### config.mk
export PLATFORM = sky130hd
export DESIGN_NAME = mbse_exec
export DESIGN_NICKNAME = d
export VERILOG_FILES = /design/src/verilog/mbse_pkg.sv /design/src/verilog/mbse_alu.sv /design/src/verilog/mbse_exec.sv /design/src/verilog/mbse_stack.sv
export VERILOG_INCLUDE_DIRS = /design/src /design/src/verilog
export SDC_FILE = /design/constraint.sdc
export NUM_CORES = 2
export LEC_CHECK = 0
export BUFFER_PORTS_ARGS = -buffer_cell sky130_fd_sc_hd__buf_2
export CORE_ASPECT_RATIO = 0.9
export CORE_UTILIZATION = 35
export DETAILED_ROUTE_END_ITERATION = 10
export HOLD_SLACK_MARGIN = 0.1
export SYNTH_ARGS = -nofsm -noshare
export SYNTH_HDL_FRONTEND = slang
export SYNTH_SLANG_ARGS = --single-unit
### constraint.sdc
create_clock -name hclk -period 35.4 [get_ports hclk]
set_input_delay 1.77 -clock hclk [delete_from_list [all_inputs] [get_ports hclk]]
set_output_delay 1.77 -clock hclk [all_outputs]
set_load 0.005 [all_outputs]
### src/verilog/mbse_cfg.svh
// Purpose: offsets, field positions, reset values, cycle counts
// Assumes: byte addresses on a 32-bit AHB-Lite word map
// Notes:   definitions only
`ifndef MBSE_CFG_SVH
`define MBSE_CFG_SVH
`define MBSE_OFS_INSTR  8'h00
`define MBSE_OFS_ACC    8'h04
`define MBSE_OFS_FLAGS  8'h08
`define MBSE_OFS_PC     8'h0C
`define MBSE_OFS_CTRL   8'h10
`define MBSE_OFS_STATUS 8'h14
`define MBSE_OFS_MADDR  8'h18
`define MBSE_OFS_MDATA  8'h1C
`define MBSE_OP_LSB     0
`define MBSE_BIT_LSB    5
`define MBSE_ARG_LSB    8
`define MBSE_FLG_C      0
`define MBSE_FLG_Z      1
`define MBSE_FLG_GIE    2
`define MBSE_CTL_BANK   8
`define MBSE_ST_BUSY    0
`define MBSE_ST_SKIP    1
`define MBSE_ST_OVF     2
`define MBSE_ST_UNF     3
`define MBSE_ST_ILL     4
`define MBSE_ST_DEPTH   8
`define MBSE_RST_PC     16'h0000
`define MBSE_RST_ACC    8'h00
`define MBSE_RST_FLAGS  3'h0
`define MBSE_CYC_BASE   2'h1
`define MBSE_CYC_SKIP   2'h1
`define MBSE_CYC_BRANCH 2'h2
`endif

### src/verilog/mbse_pkg.sv
// Purpose: shared types of the bit/skip/branch executor
// Assumes: nothing
// Notes:   opcode encoding is local to this block
package mbse_pkg;
  typedef enum logic [4:0] {
    MBSE_NOP      = 5'h00,
    MBSE_ROT_ACC  = 5'h01,
    MBSE_ROT_MEM  = 5'h02,
    MBSE_BIT_CLR  = 5'h03,
    MBSE_BIT_SET  = 5'h04,
    MBSE_B0_CLR   = 5'h05,
    MBSE_B0_SET   = 5'h06,
    MBSE_CMP_IMM  = 5'h07,
    MBSE_CMP_MEM  = 5'h08,
    MBSE_INC_ACC  = 5'h09,
    MBSE_INC_MEM  = 5'h0A,
    MBSE_DEC_ACC  = 5'h0B,
    MBSE_DEC_MEM  = 5'h0C,
    MBSE_TST0     = 5'h0D,
    MBSE_TST1     = 5'h0E,
    MBSE_B0_TST0  = 5'h0F,
    MBSE_B0_TST1  = 5'h10,
    MBSE_JUMP     = 5'h11,
    MBSE_CALL     = 5'h12,
    MBSE_RET      = 5'h13,
    MBSE_IRET     = 5'h14
  } mbse_op_t;
endpackage

### src/verilog/mbse_alu.sv
// Purpose: combinational result, flag and skip logic per opcode
// Assumes: operand already fetched from the selected bank
// Notes:   no state
`timescale 1ns/1ps
`default_nettype none
module mbse_alu (
  // Operands
  input  wire mbse_pkg::mbse_op_t op,
  input  wire logic [7:0]         acc,
  input  wire logic [7:0]         mval,
  input  wire logic [7:0]         imm,
  input  wire logic [2:0]         bsel,
  input  wire logic               cin,
  // Results
  output logic [7:0]              res,
  output logic                    cout,
  output logic                    zout,
  output logic                    upd_flags,
  output logic                    upd_c,
  output logic                    skip,
  output logic                    wr_acc,
  output logic                    wr_mem
);
  import mbse_pkg::*;
  logic [7:0] mask;
  logic [8:0] diff;
  logic [7:0] opnd;
  logic [7:0] inc;
  logic [7:0] dec;
  logic       mbit;
  assign mask = 8'h01 << bsel;
  assign opnd = (op == MBSE_CMP_IMM) ? imm : mval;
  assign diff = {1'b0, acc} - {1'b0, opnd};
  assign inc  = mval + 8'h01;
  assign dec  = mval - 8'h01;
  assign mbit = |(mval & mask);

  always_comb begin
    res       = mval;
    cout      = cin;
    zout      = 1'b0;
    upd_flags = 1'b0;
    upd_c     = 1'b0;
    skip      = 1'b0;
    wr_acc    = 1'b0;
    wr_mem    = 1'b0;
    unique case (op)
      MBSE_ROT_ACC, MBSE_ROT_MEM: begin
        res    = {mval[6:0], cin};
        cout   = mval[7];
        upd_c  = 1'b1;
        wr_acc = (op == MBSE_ROT_ACC);
        wr_mem = (op == MBSE_ROT_MEM);
      end
      MBSE_BIT_CLR, MBSE_B0_CLR: begin
        res    = mval & ~mask;
        wr_mem = 1'b1;
      end
      MBSE_BIT_SET, MBSE_B0_SET: begin
        res    = mval | mask;
        wr_mem = 1'b1;
      end
      MBSE_CMP_IMM, MBSE_CMP_MEM: begin
        cout      = ~diff[8];
        zout      = (diff[7:0] == 8'h00);
        upd_flags = 1'b1;
        skip      = (acc == opnd);
      end
      MBSE_INC_ACC, MBSE_INC_MEM: begin
        res    = inc;
        skip   = (inc == 8'h00);
        wr_acc = (op == MBSE_INC_ACC);
        wr_mem = (op == MBSE_INC_MEM);
      end
      MBSE_DEC_ACC, MBSE_DEC_MEM: begin
        res    = dec;
        skip   = (dec == 8'h00);
        wr_acc = (op == MBSE_DEC_ACC);
        wr_mem = (op == MBSE_DEC_MEM);
      end
      MBSE_TST0, MBSE_B0_TST0: skip = ~mbit;
      MBSE_TST1, MBSE_B0_TST1: skip = mbit;
      default: res = mval;
    endcase
  end
endmodule
`default_nettype wire

### src/verilog/mbse_exec.sv
// Purpose: bit, skip and branch instruction executor behind AHB-Lite
// Assumes: one AHB-Lite master, single word transfers
// Notes:   each transfer takes one wait state
// Operation
// - Rotate-left-through-carry result to accumulator only
// - In-place rotate writes memory back
// - Bit clear/set touches one bit
// - Bank-zero bit ops always use bank 0
// - Compare sets zero/carry, skips when equal
// - Increment to accumulator, skip on zero
// - Increment in place, skip on wrap
// - Decrement to acc or memory, skip zero
// - Test bit, skip when zero
// - Test bit, skip when one; bank-zero form
// - Jump: page bits plus 14-bit field
// - Call pushes PC plus one then jumps
// - Return pops PC; interrupt return sets enable
`timescale 1ns/1ps
`default_nettype none
`include "mbse_cfg.svh"
module mbse_exec #(
  parameter int STACK_DEPTH = 8,
  parameter int STACK_AW    = 3
) (
  // Clock and reset
  input  wire logic        hclk,
  input  wire logic        hresetn,
  // AHB-Lite slave
  input  wire logic        hsel,
  input  wire logic [31:0] haddr,
  input  wire logic [1:0]  htrans,
  input  wire logic        hwrite,
  input  wire logic [2:0]  hsize,
  input  wire logic [31:0] hwdata,
  input  wire logic        hready,
  output logic      [31:0] hrdata,
  output logic             hreadyout,
  output logic             hresp,
  // Core status
  output logic             global_int_en,
  output logic             exec_busy
);
  import mbse_pkg::*;

  // Bus phase capture
  logic [7:0]  a_q;
  logic        wr_q;
  logic        pend_q;
  logic        rdy_q;
  logic [31:0] rd_q;
  logic        take;
  assign take = hsel & htrans[1] & hready & ~pend_q;

  // Architectural state
  logic [7:0]  acc_q;
  logic [15:0] pc_q;
  logic        c_q;
  logic        z_q;
  logic        gie_q;
  logic [1:0]  page_q;
  logic        bank_q;
  logic [7:0]  maddr_q;
  logic [7:0]  dmem [256];

  // Executor state
  logic [4:0]  ir_op_q;
  logic [2:0]  ir_bit_q;
  logic [13:0] ir_arg_q;
  logic        go_q;
  logic [1:0]  cnt_q;
  logic        skip_q;
  logic        ovf_q;
  logic        unf_q;
  logic        ill_q;

  // Register decode
  logic hit_instr;
  logic hit_acc;
  logic hit_flags;
  logic hit_pc;
  logic hit_ctrl;
  logic hit_status;
  logic hit_maddr;
  logic hit_mdata;
  logic wdone;
  logic busy;
  assign wdone      = pend_q & wr_q;
  assign busy       = go_q | (cnt_q != 2'h0);
  assign hit_instr  = (a_q == `MBSE_OFS_INSTR);
  assign hit_acc    = (a_q == `MBSE_OFS_ACC);
  assign hit_flags  = (a_q == `MBSE_OFS_FLAGS);
  assign hit_pc     = (a_q == `MBSE_OFS_PC);
  assign hit_ctrl   = (a_q == `MBSE_OFS_CTRL);
  assign hit_status = (a_q == `MBSE_OFS_STATUS);
  assign hit_maddr  = (a_q == `MBSE_OFS_MADDR);
  assign hit_mdata  = (a_q == `MBSE_OFS_MDATA);

  // Software may not disturb state while an instruction runs
  logic sw_wr;
  assign sw_wr = wdone & ~busy;

  // Instruction decode
  mbse_op_t op;
  logic     op_legal;
  logic     bank0;
  logic     is_jump;
  logic     is_call;
  logic     is_ret;
  logic     is_iret;
  logic     branch;
  assign op_legal = (ir_op_q <= 5'h14);
  assign op       = op_legal ? mbse_op_t'(ir_op_q) : MBSE_NOP;
  assign bank0    = (op == MBSE_B0_CLR) | (op == MBSE_B0_SET) |
                    (op == MBSE_B0_TST0) | (op == MBSE_B0_TST1);
  assign is_jump  = (op == MBSE_JUMP);
  assign is_call  = (op == MBSE_CALL);
  assign is_iret  = (op == MBSE_IRET);
  assign is_ret   = (op == MBSE_RET) | is_iret;
  assign branch   = is_jump | is_call | is_ret;

  // Operand fetch
  logic [7:0] eff_addr;
  logic [7:0] mval;
  assign eff_addr = {bank0 ? 1'b0 : bank_q, ir_arg_q[6:0]};
  assign mval     = dmem[eff_addr];

  // Result unit
  logic [7:0] alu_res;
  logic       alu_c;
  logic       alu_z;
  logic       alu_upd_f;
  logic       alu_upd_c;
  logic       alu_skip;
  logic       alu_wacc;
  logic       alu_wmem;
  mbse_alu u_alu (
    .op        (op),
    .acc       (acc_q),
    .mval      (mval),
    .imm       (ir_arg_q[7:0]),
    .bsel      (ir_bit_q),
    .cin       (c_q),
    .res       (alu_res),
    .cout      (alu_c),
    .zout      (alu_z),
    .upd_flags (alu_upd_f),
    .upd_c     (alu_upd_c),
    .skip      (alu_skip),
    .wr_acc    (alu_wacc),
    .wr_mem    (alu_wmem)
  );

  // Return-address stack
  logic [15:0]       stk_top;
  logic              stk_full;
  logic              stk_empty;
  logic [STACK_AW:0] stk_lvl;
  logic              do_push;
  logic              do_pop;
  assign do_push = go_q & is_call;
  assign do_pop  = go_q & is_ret;
  mbse_stack #(
    .DEPTH (STACK_DEPTH),
    .AW    (STACK_AW)
  ) u_stk (
    .hclk    (hclk),
    .hresetn (hresetn),
    .push    (do_push),
    .pop     (do_pop),
    .din     (pc_q + 16'h0001),
    .top     (stk_top),
    .full    (stk_full),
    .empty   (stk_empty),
    .level   (stk_lvl)
  );

  // Next program counter
  logic [15:0] pc_seq;
  logic [15:0] pc_tgt;
  logic [15:0] pc_nx;
  assign pc_seq = pc_q + (alu_skip ? 16'h0002 : 16'h0001);
  assign pc_tgt = {page_q, ir_arg_q};
  assign pc_nx  = (is_jump | is_call) ? pc_tgt :
                  is_ret ? (stk_empty ? pc_q : stk_top) : pc_seq;

  // Total cycles of the instruction, the executing one included
  logic [1:0] cyc_tot;
  assign cyc_tot = branch ? `MBSE_CYC_BRANCH :
                   `MBSE_CYC_BASE + (alu_skip ? `MBSE_CYC_SKIP : 2'h0);

  // Read mux
  logic [31:0] rmux;
  assign rmux = hit_instr  ? {10'h0, ir_arg_q, ir_bit_q, ir_op_q} :
                hit_acc    ? {24'h0, acc_q} :
                hit_flags  ? {29'h0, gie_q, z_q, c_q} :
                hit_pc     ? {16'h0, pc_q} :
                hit_ctrl   ? {23'h0, bank_q, 6'h0, page_q} :
                hit_status ? {20'h0, 4'(stk_lvl), 3'h0, ill_q, unf_q,
                              ovf_q, skip_q, busy} :
                hit_maddr  ? {24'h0, maddr_q} :
                hit_mdata  ? {24'h0, dmem[maddr_q]} : 32'h0;

  // Bus handshake: address phase, one wait, then data
  always_ff @(posedge hclk or negedge hresetn) begin
    if (!hresetn) begin
      a_q    <= 8'h00;
      wr_q   <= 1'b0;
      pend_q <= 1'b0;
      rdy_q  <= 1'b1;
      rd_q   <= 32'h0;
    end else if (take) begin
      a_q    <= haddr[7:0];
      wr_q   <= hwrite;
      pend_q <= 1'b1;
      rdy_q  <= 1'b0;
    end else if (pend_q) begin
      pend_q <= 1'b0;
      rdy_q  <= 1'b1;
      rd_q   <= wr_q ? 32'h0 : rmux;
    end
  end

  // Instruction launch
  always_ff @(posedge hclk or negedge hresetn) begin
    if (!hresetn) begin
      ir_op_q  <= 5'h00;
      ir_bit_q <= 3'h0;
      ir_arg_q <= 14'h0000;
      go_q     <= 1'b0;
      cnt_q    <= 2'h0;
    end else begin
      go_q <= sw_wr & hit_instr;
      if (sw_wr & hit_instr) begin
        ir_op_q  <= hwdata[`MBSE_OP_LSB +: 5];
        ir_bit_q <= hwdata[`MBSE_BIT_LSB +: 3];
        ir_arg_q <= hwdata[`MBSE_ARG_LSB +: 14];
      end
      if (go_q) begin
        cnt_q <= cyc_tot - 2'h1;
      end else if (cnt_q != 2'h0) begin
        cnt_q <= cnt_q - 2'h1;
      end
    end
  end

  // Accumulator, flags, program counter
  always_ff @(posedge hclk or negedge hresetn) begin
    if (!hresetn) begin
      acc_q <= `MBSE_RST_ACC;
      pc_q  <= `MBSE_RST_PC;
      {gie_q, z_q, c_q} <= `MBSE_RST_FLAGS;
    end else if (go_q) begin
      pc_q <= pc_nx;
      if (alu_wacc) begin
        acc_q <= alu_res;
      end
      if (alu_upd_f) begin
        z_q <= alu_z;
      end
      if (alu_upd_f | alu_upd_c) begin
        c_q <= alu_c;
      end
      if (is_iret) begin
        gie_q <= 1'b1;
      end
    end else if (sw_wr) begin
      if (hit_acc) begin
        acc_q <= hwdata[7:0];
      end
      if (hit_pc) begin
        pc_q <= hwdata[15:0];
      end
      if (hit_flags) begin
        c_q   <= hwdata[`MBSE_FLG_C];
        z_q   <= hwdata[`MBSE_FLG_Z];
        gie_q <= hwdata[`MBSE_FLG_GIE];
      end
    end
  end

  // Page, bank and memory pointer
  always_ff @(posedge hclk or negedge hresetn) begin
    if (!hresetn) begin
      page_q  <= 2'h0;
      bank_q  <= 1'b0;
      maddr_q <= 8'h00;
    end else if (sw_wr) begin
      if (hit_ctrl) begin
        page_q <= hwdata[1:0];
        bank_q <= hwdata[`MBSE_CTL_BANK];
      end
      if (hit_maddr) begin
        maddr_q <= hwdata[7:0];
      end
    end
  end

  // Sticky status, cleared only by writing one; skip is replaced at each launch
  always_ff @(posedge hclk or negedge hresetn) begin
    if (!hresetn) begin
      skip_q <= 1'b0;
      ovf_q  <= 1'b0;
      unf_q  <= 1'b0;
      ill_q  <= 1'b0;
    end else if (go_q) begin
      skip_q <= alu_skip;
      ovf_q  <= ovf_q | (is_call & stk_full);
      unf_q  <= unf_q | (is_ret & stk_empty);
      ill_q  <= ill_q | ~op_legal;
    end else if (sw_wr & hit_status) begin
      ovf_q <= ovf_q & ~hwdata[`MBSE_ST_OVF];
      unf_q <= unf_q & ~hwdata[`MBSE_ST_UNF];
      ill_q <= ill_q & ~hwdata[`MBSE_ST_ILL];
    end
  end

  // Data memory: executor writes win over software in the same cycle
  always_ff @(posedge hclk) begin
    if (go_q & alu_wmem) begin
      dmem[eff_addr] <= alu_res;
    end else if (sw_wr & hit_mdata) begin
      dmem[maddr_q] <= hwdata[7:0];
    end
  end

  // Registered outputs
  always_ff @(posedge hclk or negedge hresetn) begin
    if (!hresetn) begin
      exec_busy     <= 1'b0;
      global_int_en <= 1'b0;
    end else begin
      exec_busy     <= busy;
      global_int_en <= gie_q;
    end
  end

  assign hrdata    = rd_q;
  assign hreadyout = rdy_q;
  assign hresp     = 1'b0;
endmodule
`default_nettype wire

### src/verilog/mbse_stack.sv
// Purpose: hardware return-address stack
// Assumes: push and pop never asserted together
// Notes:   push when full and pop when empty are dropped
`timescale 1ns/1ps
`default_nettype none
module mbse_stack #(
  parameter int DEPTH = 8,
  parameter int AW    = 3
) (
  // Clock and reset
  input  wire logic          hclk,
  input  wire logic          hresetn,
  // Access
  input  wire logic          push,
  input  wire logic          pop,
  input  wire logic [15:0]   din,
  output logic      [15:0]   top,
  output logic               full,
  output logic               empty,
  output logic      [AW:0]   level
);
  logic [15:0] mem [DEPTH];
  logic [AW:0] lvl_q;
  logic [AW:0] lvl_d;
  logic [AW:0] top_ix;
  assign full   = (lvl_q == (AW+1)'(DEPTH));
  assign empty  = (lvl_q == '0);
  assign top_ix = lvl_q - (AW+1)'(1);
  assign top    = empty ? 16'h0000 : mem[top_ix[AW-1:0]];
  assign level  = lvl_q;
  assign lvl_d  = (push & ~full)  ? lvl_q + (AW+1)'(1) :
                  (pop  & ~empty) ? top_ix : lvl_q;

  always_ff @(posedge hclk or negedge hresetn) begin
    if (!hresetn) begin
      lvl_q <= '0;
    end else begin
      lvl_q <= lvl_d;
    end
  end

  // Storage needs no reset; the level alone says what is valid
  always_ff @(posedge hclk) begin
    if (push & ~full) begin
      mem[lvl_q[AW-1:0]] <= din;
    end
  end
endmodule
`default_nettype wire
==> summary.md <==
| Metric | Value |
|---|---|
| DR WL/cell | `roughly 35 microns` |
| Count leader, synth | `edfxtp_1` |
| Met3 wire length | `42,500 microns` |
| Worst setup SP type | `flop` |
| Hold EP | `a_q[0]` |
| Worst R2R Setup Slack | `approximately 25 ns` |
| Post-synth EDFFs | `roughly 2,200` |
| Starting Density | `0.352` |
| Layout Skew | `about 0.078 ns` |
| RSZ-0062 raised after global routing | `false` |
| CP peak stage delay | `~1.0 ns` |
| Fillers | `approximately 28,000` |
| Buf+Inv Stages, Crit Path | `6` |
| Leakage power | `37.6 nW` |
| Comb pwr share | `0.188` |
| Htree depth | `4` |
| R2r startpoint | `ir_arg_q[0]` |
| Highest Signal Layer | `met5` |
| Max Clock Freq | `98.6 MHz` |
| Non-filler cells, final | `10,195` |
| PnR worst setup slack | `about 25 ns` |
| Die Ht | `between 500 and 600 microns` |
| Top Family by Delay on Critical Path | `buffers and inverters` |
| CP Max Fanout | `119` |
| Fin area | `around 0.12 sq mm` |
| Final WL | `around 350,000 microns` |
| Crit path DAT | `10.65 ns` |
| First-pass GRT wire length | `just under 500,000 microns` |
| Power Density | `around 61 mW/mm^2` |
| IO Pins | `110` |
| DRC errors left | `0` |
| Vias in the first global route | `62,879` |
| Slew Viols, Final | `6` |
| Hold_buf cts | `0` |
| CP Data Required Time | `approximately 36 ns` |
| Status | `finished with violations` |
| Largest net degree at the start of global routing | `between 200 and 300` |
| Clk_lat worst skew | `0.93 ns` |
| Cell Area, Synth | `approximately 0.11 sq mm` |
| Failing checks | `capacitance limit, slew limit` |
| Clock power frac | `0.334` |
| Die footprint | `~0.31 sq mm` |
| Width of the die | `around 590 microns` |
| Tcrit/Tclk final | `0.286` |
| CTS tree | `yes` |
| CTS Sinks | `around 2,300` |
| IO Port Bufs | `60` |
| Post-route ant nets | `0` |
| Total CTS buffers | `around 230` |
| Grt total ovfl | `0` |
| Met2 wire len | `between 150,000 and 200,000 microns` |
| M1 WL | `between 100,000 and 150,000 microns` |
| Net switching share of the total power | `0.298` |
| Vias | `between 60,000 and 70,000` |
| Initial antenna violation count | `34` |
| Synth area leaders | `edfxtp_1 60%, mux4_2 22%, dfrtp_1 2.4%` |
| Share of layout cells above drive strength 1 | `0.296` |
| GR Util All Layers | `0.225` |
| Hold depth | `2` |
| Crit path kind | `flop to flop` |
| Synth warnings | `0` |
| Worst Hold Launch | `a_q[0]` |
| Clock transition at path regs | `0.07 ns` |
| Final nets | `roughly 6,000` |
| Post-DP HPWL | `about 230,000 microns` |
| Top-area cell type share of the netlist area | `0.602` |
| Synthesized area per cell | `roughly 18 sq um` |
| Pre-CTS WS | `25.36 ns` |
| # rows | `roughly 190` |
| Min Hold Slack | `between 0.4 and 0.5 ns` |
| R2r worst-path depth | `18` |
| Post-route minimum period | `between 10 and 15 ns` |
| Synth Register Bits | `~2,300` |
| Worst-Margin Slew | `1.52 ns` |
| Area grow syn2layout | `11.0%` |
| Drt via density | `6.27` |
| Post-Place Cells | `between 9,000 and 10,000` |
| Sw power | `0.00220 W` |
| FFs w/ async S/R, synth | `0.0465` |
| Critical register-to-register path endpoint | `dmem[0][6]` |
| Post-synthesis sequential area ratio | `0.627` |
| P_int | `~0.0052 W` |
| Max Cap Violations | `2` |
| Clk buf depth | `3` |
| Setup repair bufs after CTS | `0` |
| Area of the core | `around 0.31 sq mm` |
| Cells after synthesis | `slightly below 6,000` |
| CTS root buf | `clkbuf_16` |
| Setup TNS Final | `0 ns` |
| Hold Crit Class | `flop to flop` |
| Flop pwr share | `0.478` |
| Setup-failing EPs final | `0` |
| Placement Cell Area | `0.113 sq mm` |
| Cell taking the most area after synthesis | `edfxtp_1` |
| # resized after CTS | `0` |
| Worst Setup End Kind | `flop` |
| Worst rel slew slack | `-0.0213` |
| Starting DRC count in detailed routing | `~9,300` |
| Max rail drop VDD | `approximately 0.11 mV` |
| Crit-path cells | `buf_12, buf_12, buf_4, buf_4, mux4_2, a22oi_1, nand3_1, a41oi_1, or4_1, ha_1, inv_1, a21o_1, nor4_2, xnor2_1, o221ai_1, nor2_1, nor2_4, buf_4` |
| Cell variety after synth | `96` |
| Synth cell count leaders | `2,176 x edfxtp_1, 1,081 x mux4_2, 373 x nor2_1` |
| Crit path top cell by count | `buf_4` |
| CP max stage cell | `buf_4` |
| Synth Flop Type | `edfxtp_1` |
| Router iterations before antenna repair | `8` |
| GP Congestion | `0.945` |
| Final Hold Fails | `0` |
-- tightest hold or removal path, cell delays in order, from the launching register on --
cell and delay [ns]:
dfrtp_1 0.33, nand2_1 0.05, nand2_1 0.06
-- through the flow --
step,total power (W),util
finish,0.00740,0.391
global placement,0.00490,0.367
CTS,0.00738,0.391
floorplan,0.00451,-
detailed placement,0.00495,0.367
global route,0.00757,0.391
-- power groups by stage --
stage	clock network [W]	registers, W	logic [W]
after global placement	0	0.00359	0.00131
after detailed placement	0	0.00359	0.00136
final	0.00247	0.00354	0.00139
after floorplan	0	0.00378	0.000735
after CTS	0.00249	0.00353	0.00136
after global routing	0.00259	0.00354	0.00144
-- placed cells by master (no fill, tap or decap), drive strengths merged, types with 109 or more instances in the layout --
master	netlist	final
a21oi	142	142
a22oi	166	166
buf	248	221
clkbuf	229	279
clkinv	2	118
edfxtp	2176	2176
mux2i	222	222
mux4	1107	1107
nand2	290	290
nor2	373	373
o21ai	109	109
-- cell type report --
| class | instances | area (sq um) | area share |
|---|---|---|---|
| flip-flops and latches | 2282 | 68000 | 0.565 |
| clock buffers | 279 | 6110 | 0.0507 |
| multi-input cells | 3123 | 38000 | 0.315 |
| inverters | 33 | 136 | 0.00113 |
| well taps | 4095 | 5120 | 0.0425 |
| diodes | 8 | 20.0 | 0.000166 |
| clock inverters | 154 | 1450 | 0.0120 |
| repair buffers | 221 | 1650 | 0.0137 |
-- cells by family after synthesis --
kind of cell / after synthesis / share of synthesized area
AOI/OAI and AO/OA: 682 / 0.0427
xor gates and xnor gates: 40 / 0.00323
adders and majority gates: 17 / 0.00203
buffers and inverters: 511 / 0.0261
DFF: 2282 / 0.627
muxes: 1408 / 0.259
other: 1 / 0.0000346
and+or+nand+nor: 965 / 0.0400
-- metal layers --
| metal | up-vias | track usage |
|---|---|---|
| met3 | 718 | 0.0646 |
| met2 | 4001 | 0.331 |
| met1 | 34223 | 0.311 |
| met5 | - | 0 |
| met4 | 24 | 0.0949 |
| li1 | 24945 | - |
-- how the worst max path moves through the flow --
stage,from,endpoint,depth (start not counted)
floorplan,ir_arg_q[0],dmem[0][2],17
global placement,ir_arg_q[0],pc_q[15],30
detailed placement,ir_arg_q[0],dmem[60][3],17
CTS,ir_arg_q[0],dmem[4][3],17
global route,ir_arg_q[0],dmem[0][6],18
finish,ir_arg_q[0],dmem[0][6],18
-- sequential cells by signal, summed over array words and instances (netlist names), 2 cells and up --
| register | cells |
|---|---|
| ir_op_q | 5 |
| ir_arg_q | 14 |
| hrdata | 22 |
| pc_q | 16 |
| u_stk.mem | 128 |
| cnt_q | 2 |
| dmem | 2048 |
| u_stk.level | 4 |
| acc_q | 8 |
| a_q | 8 |
| maddr_q | 8 |
| page_q | 2 |
| ir_bit_q | 3 |
(Power assumes the default switching activity.)
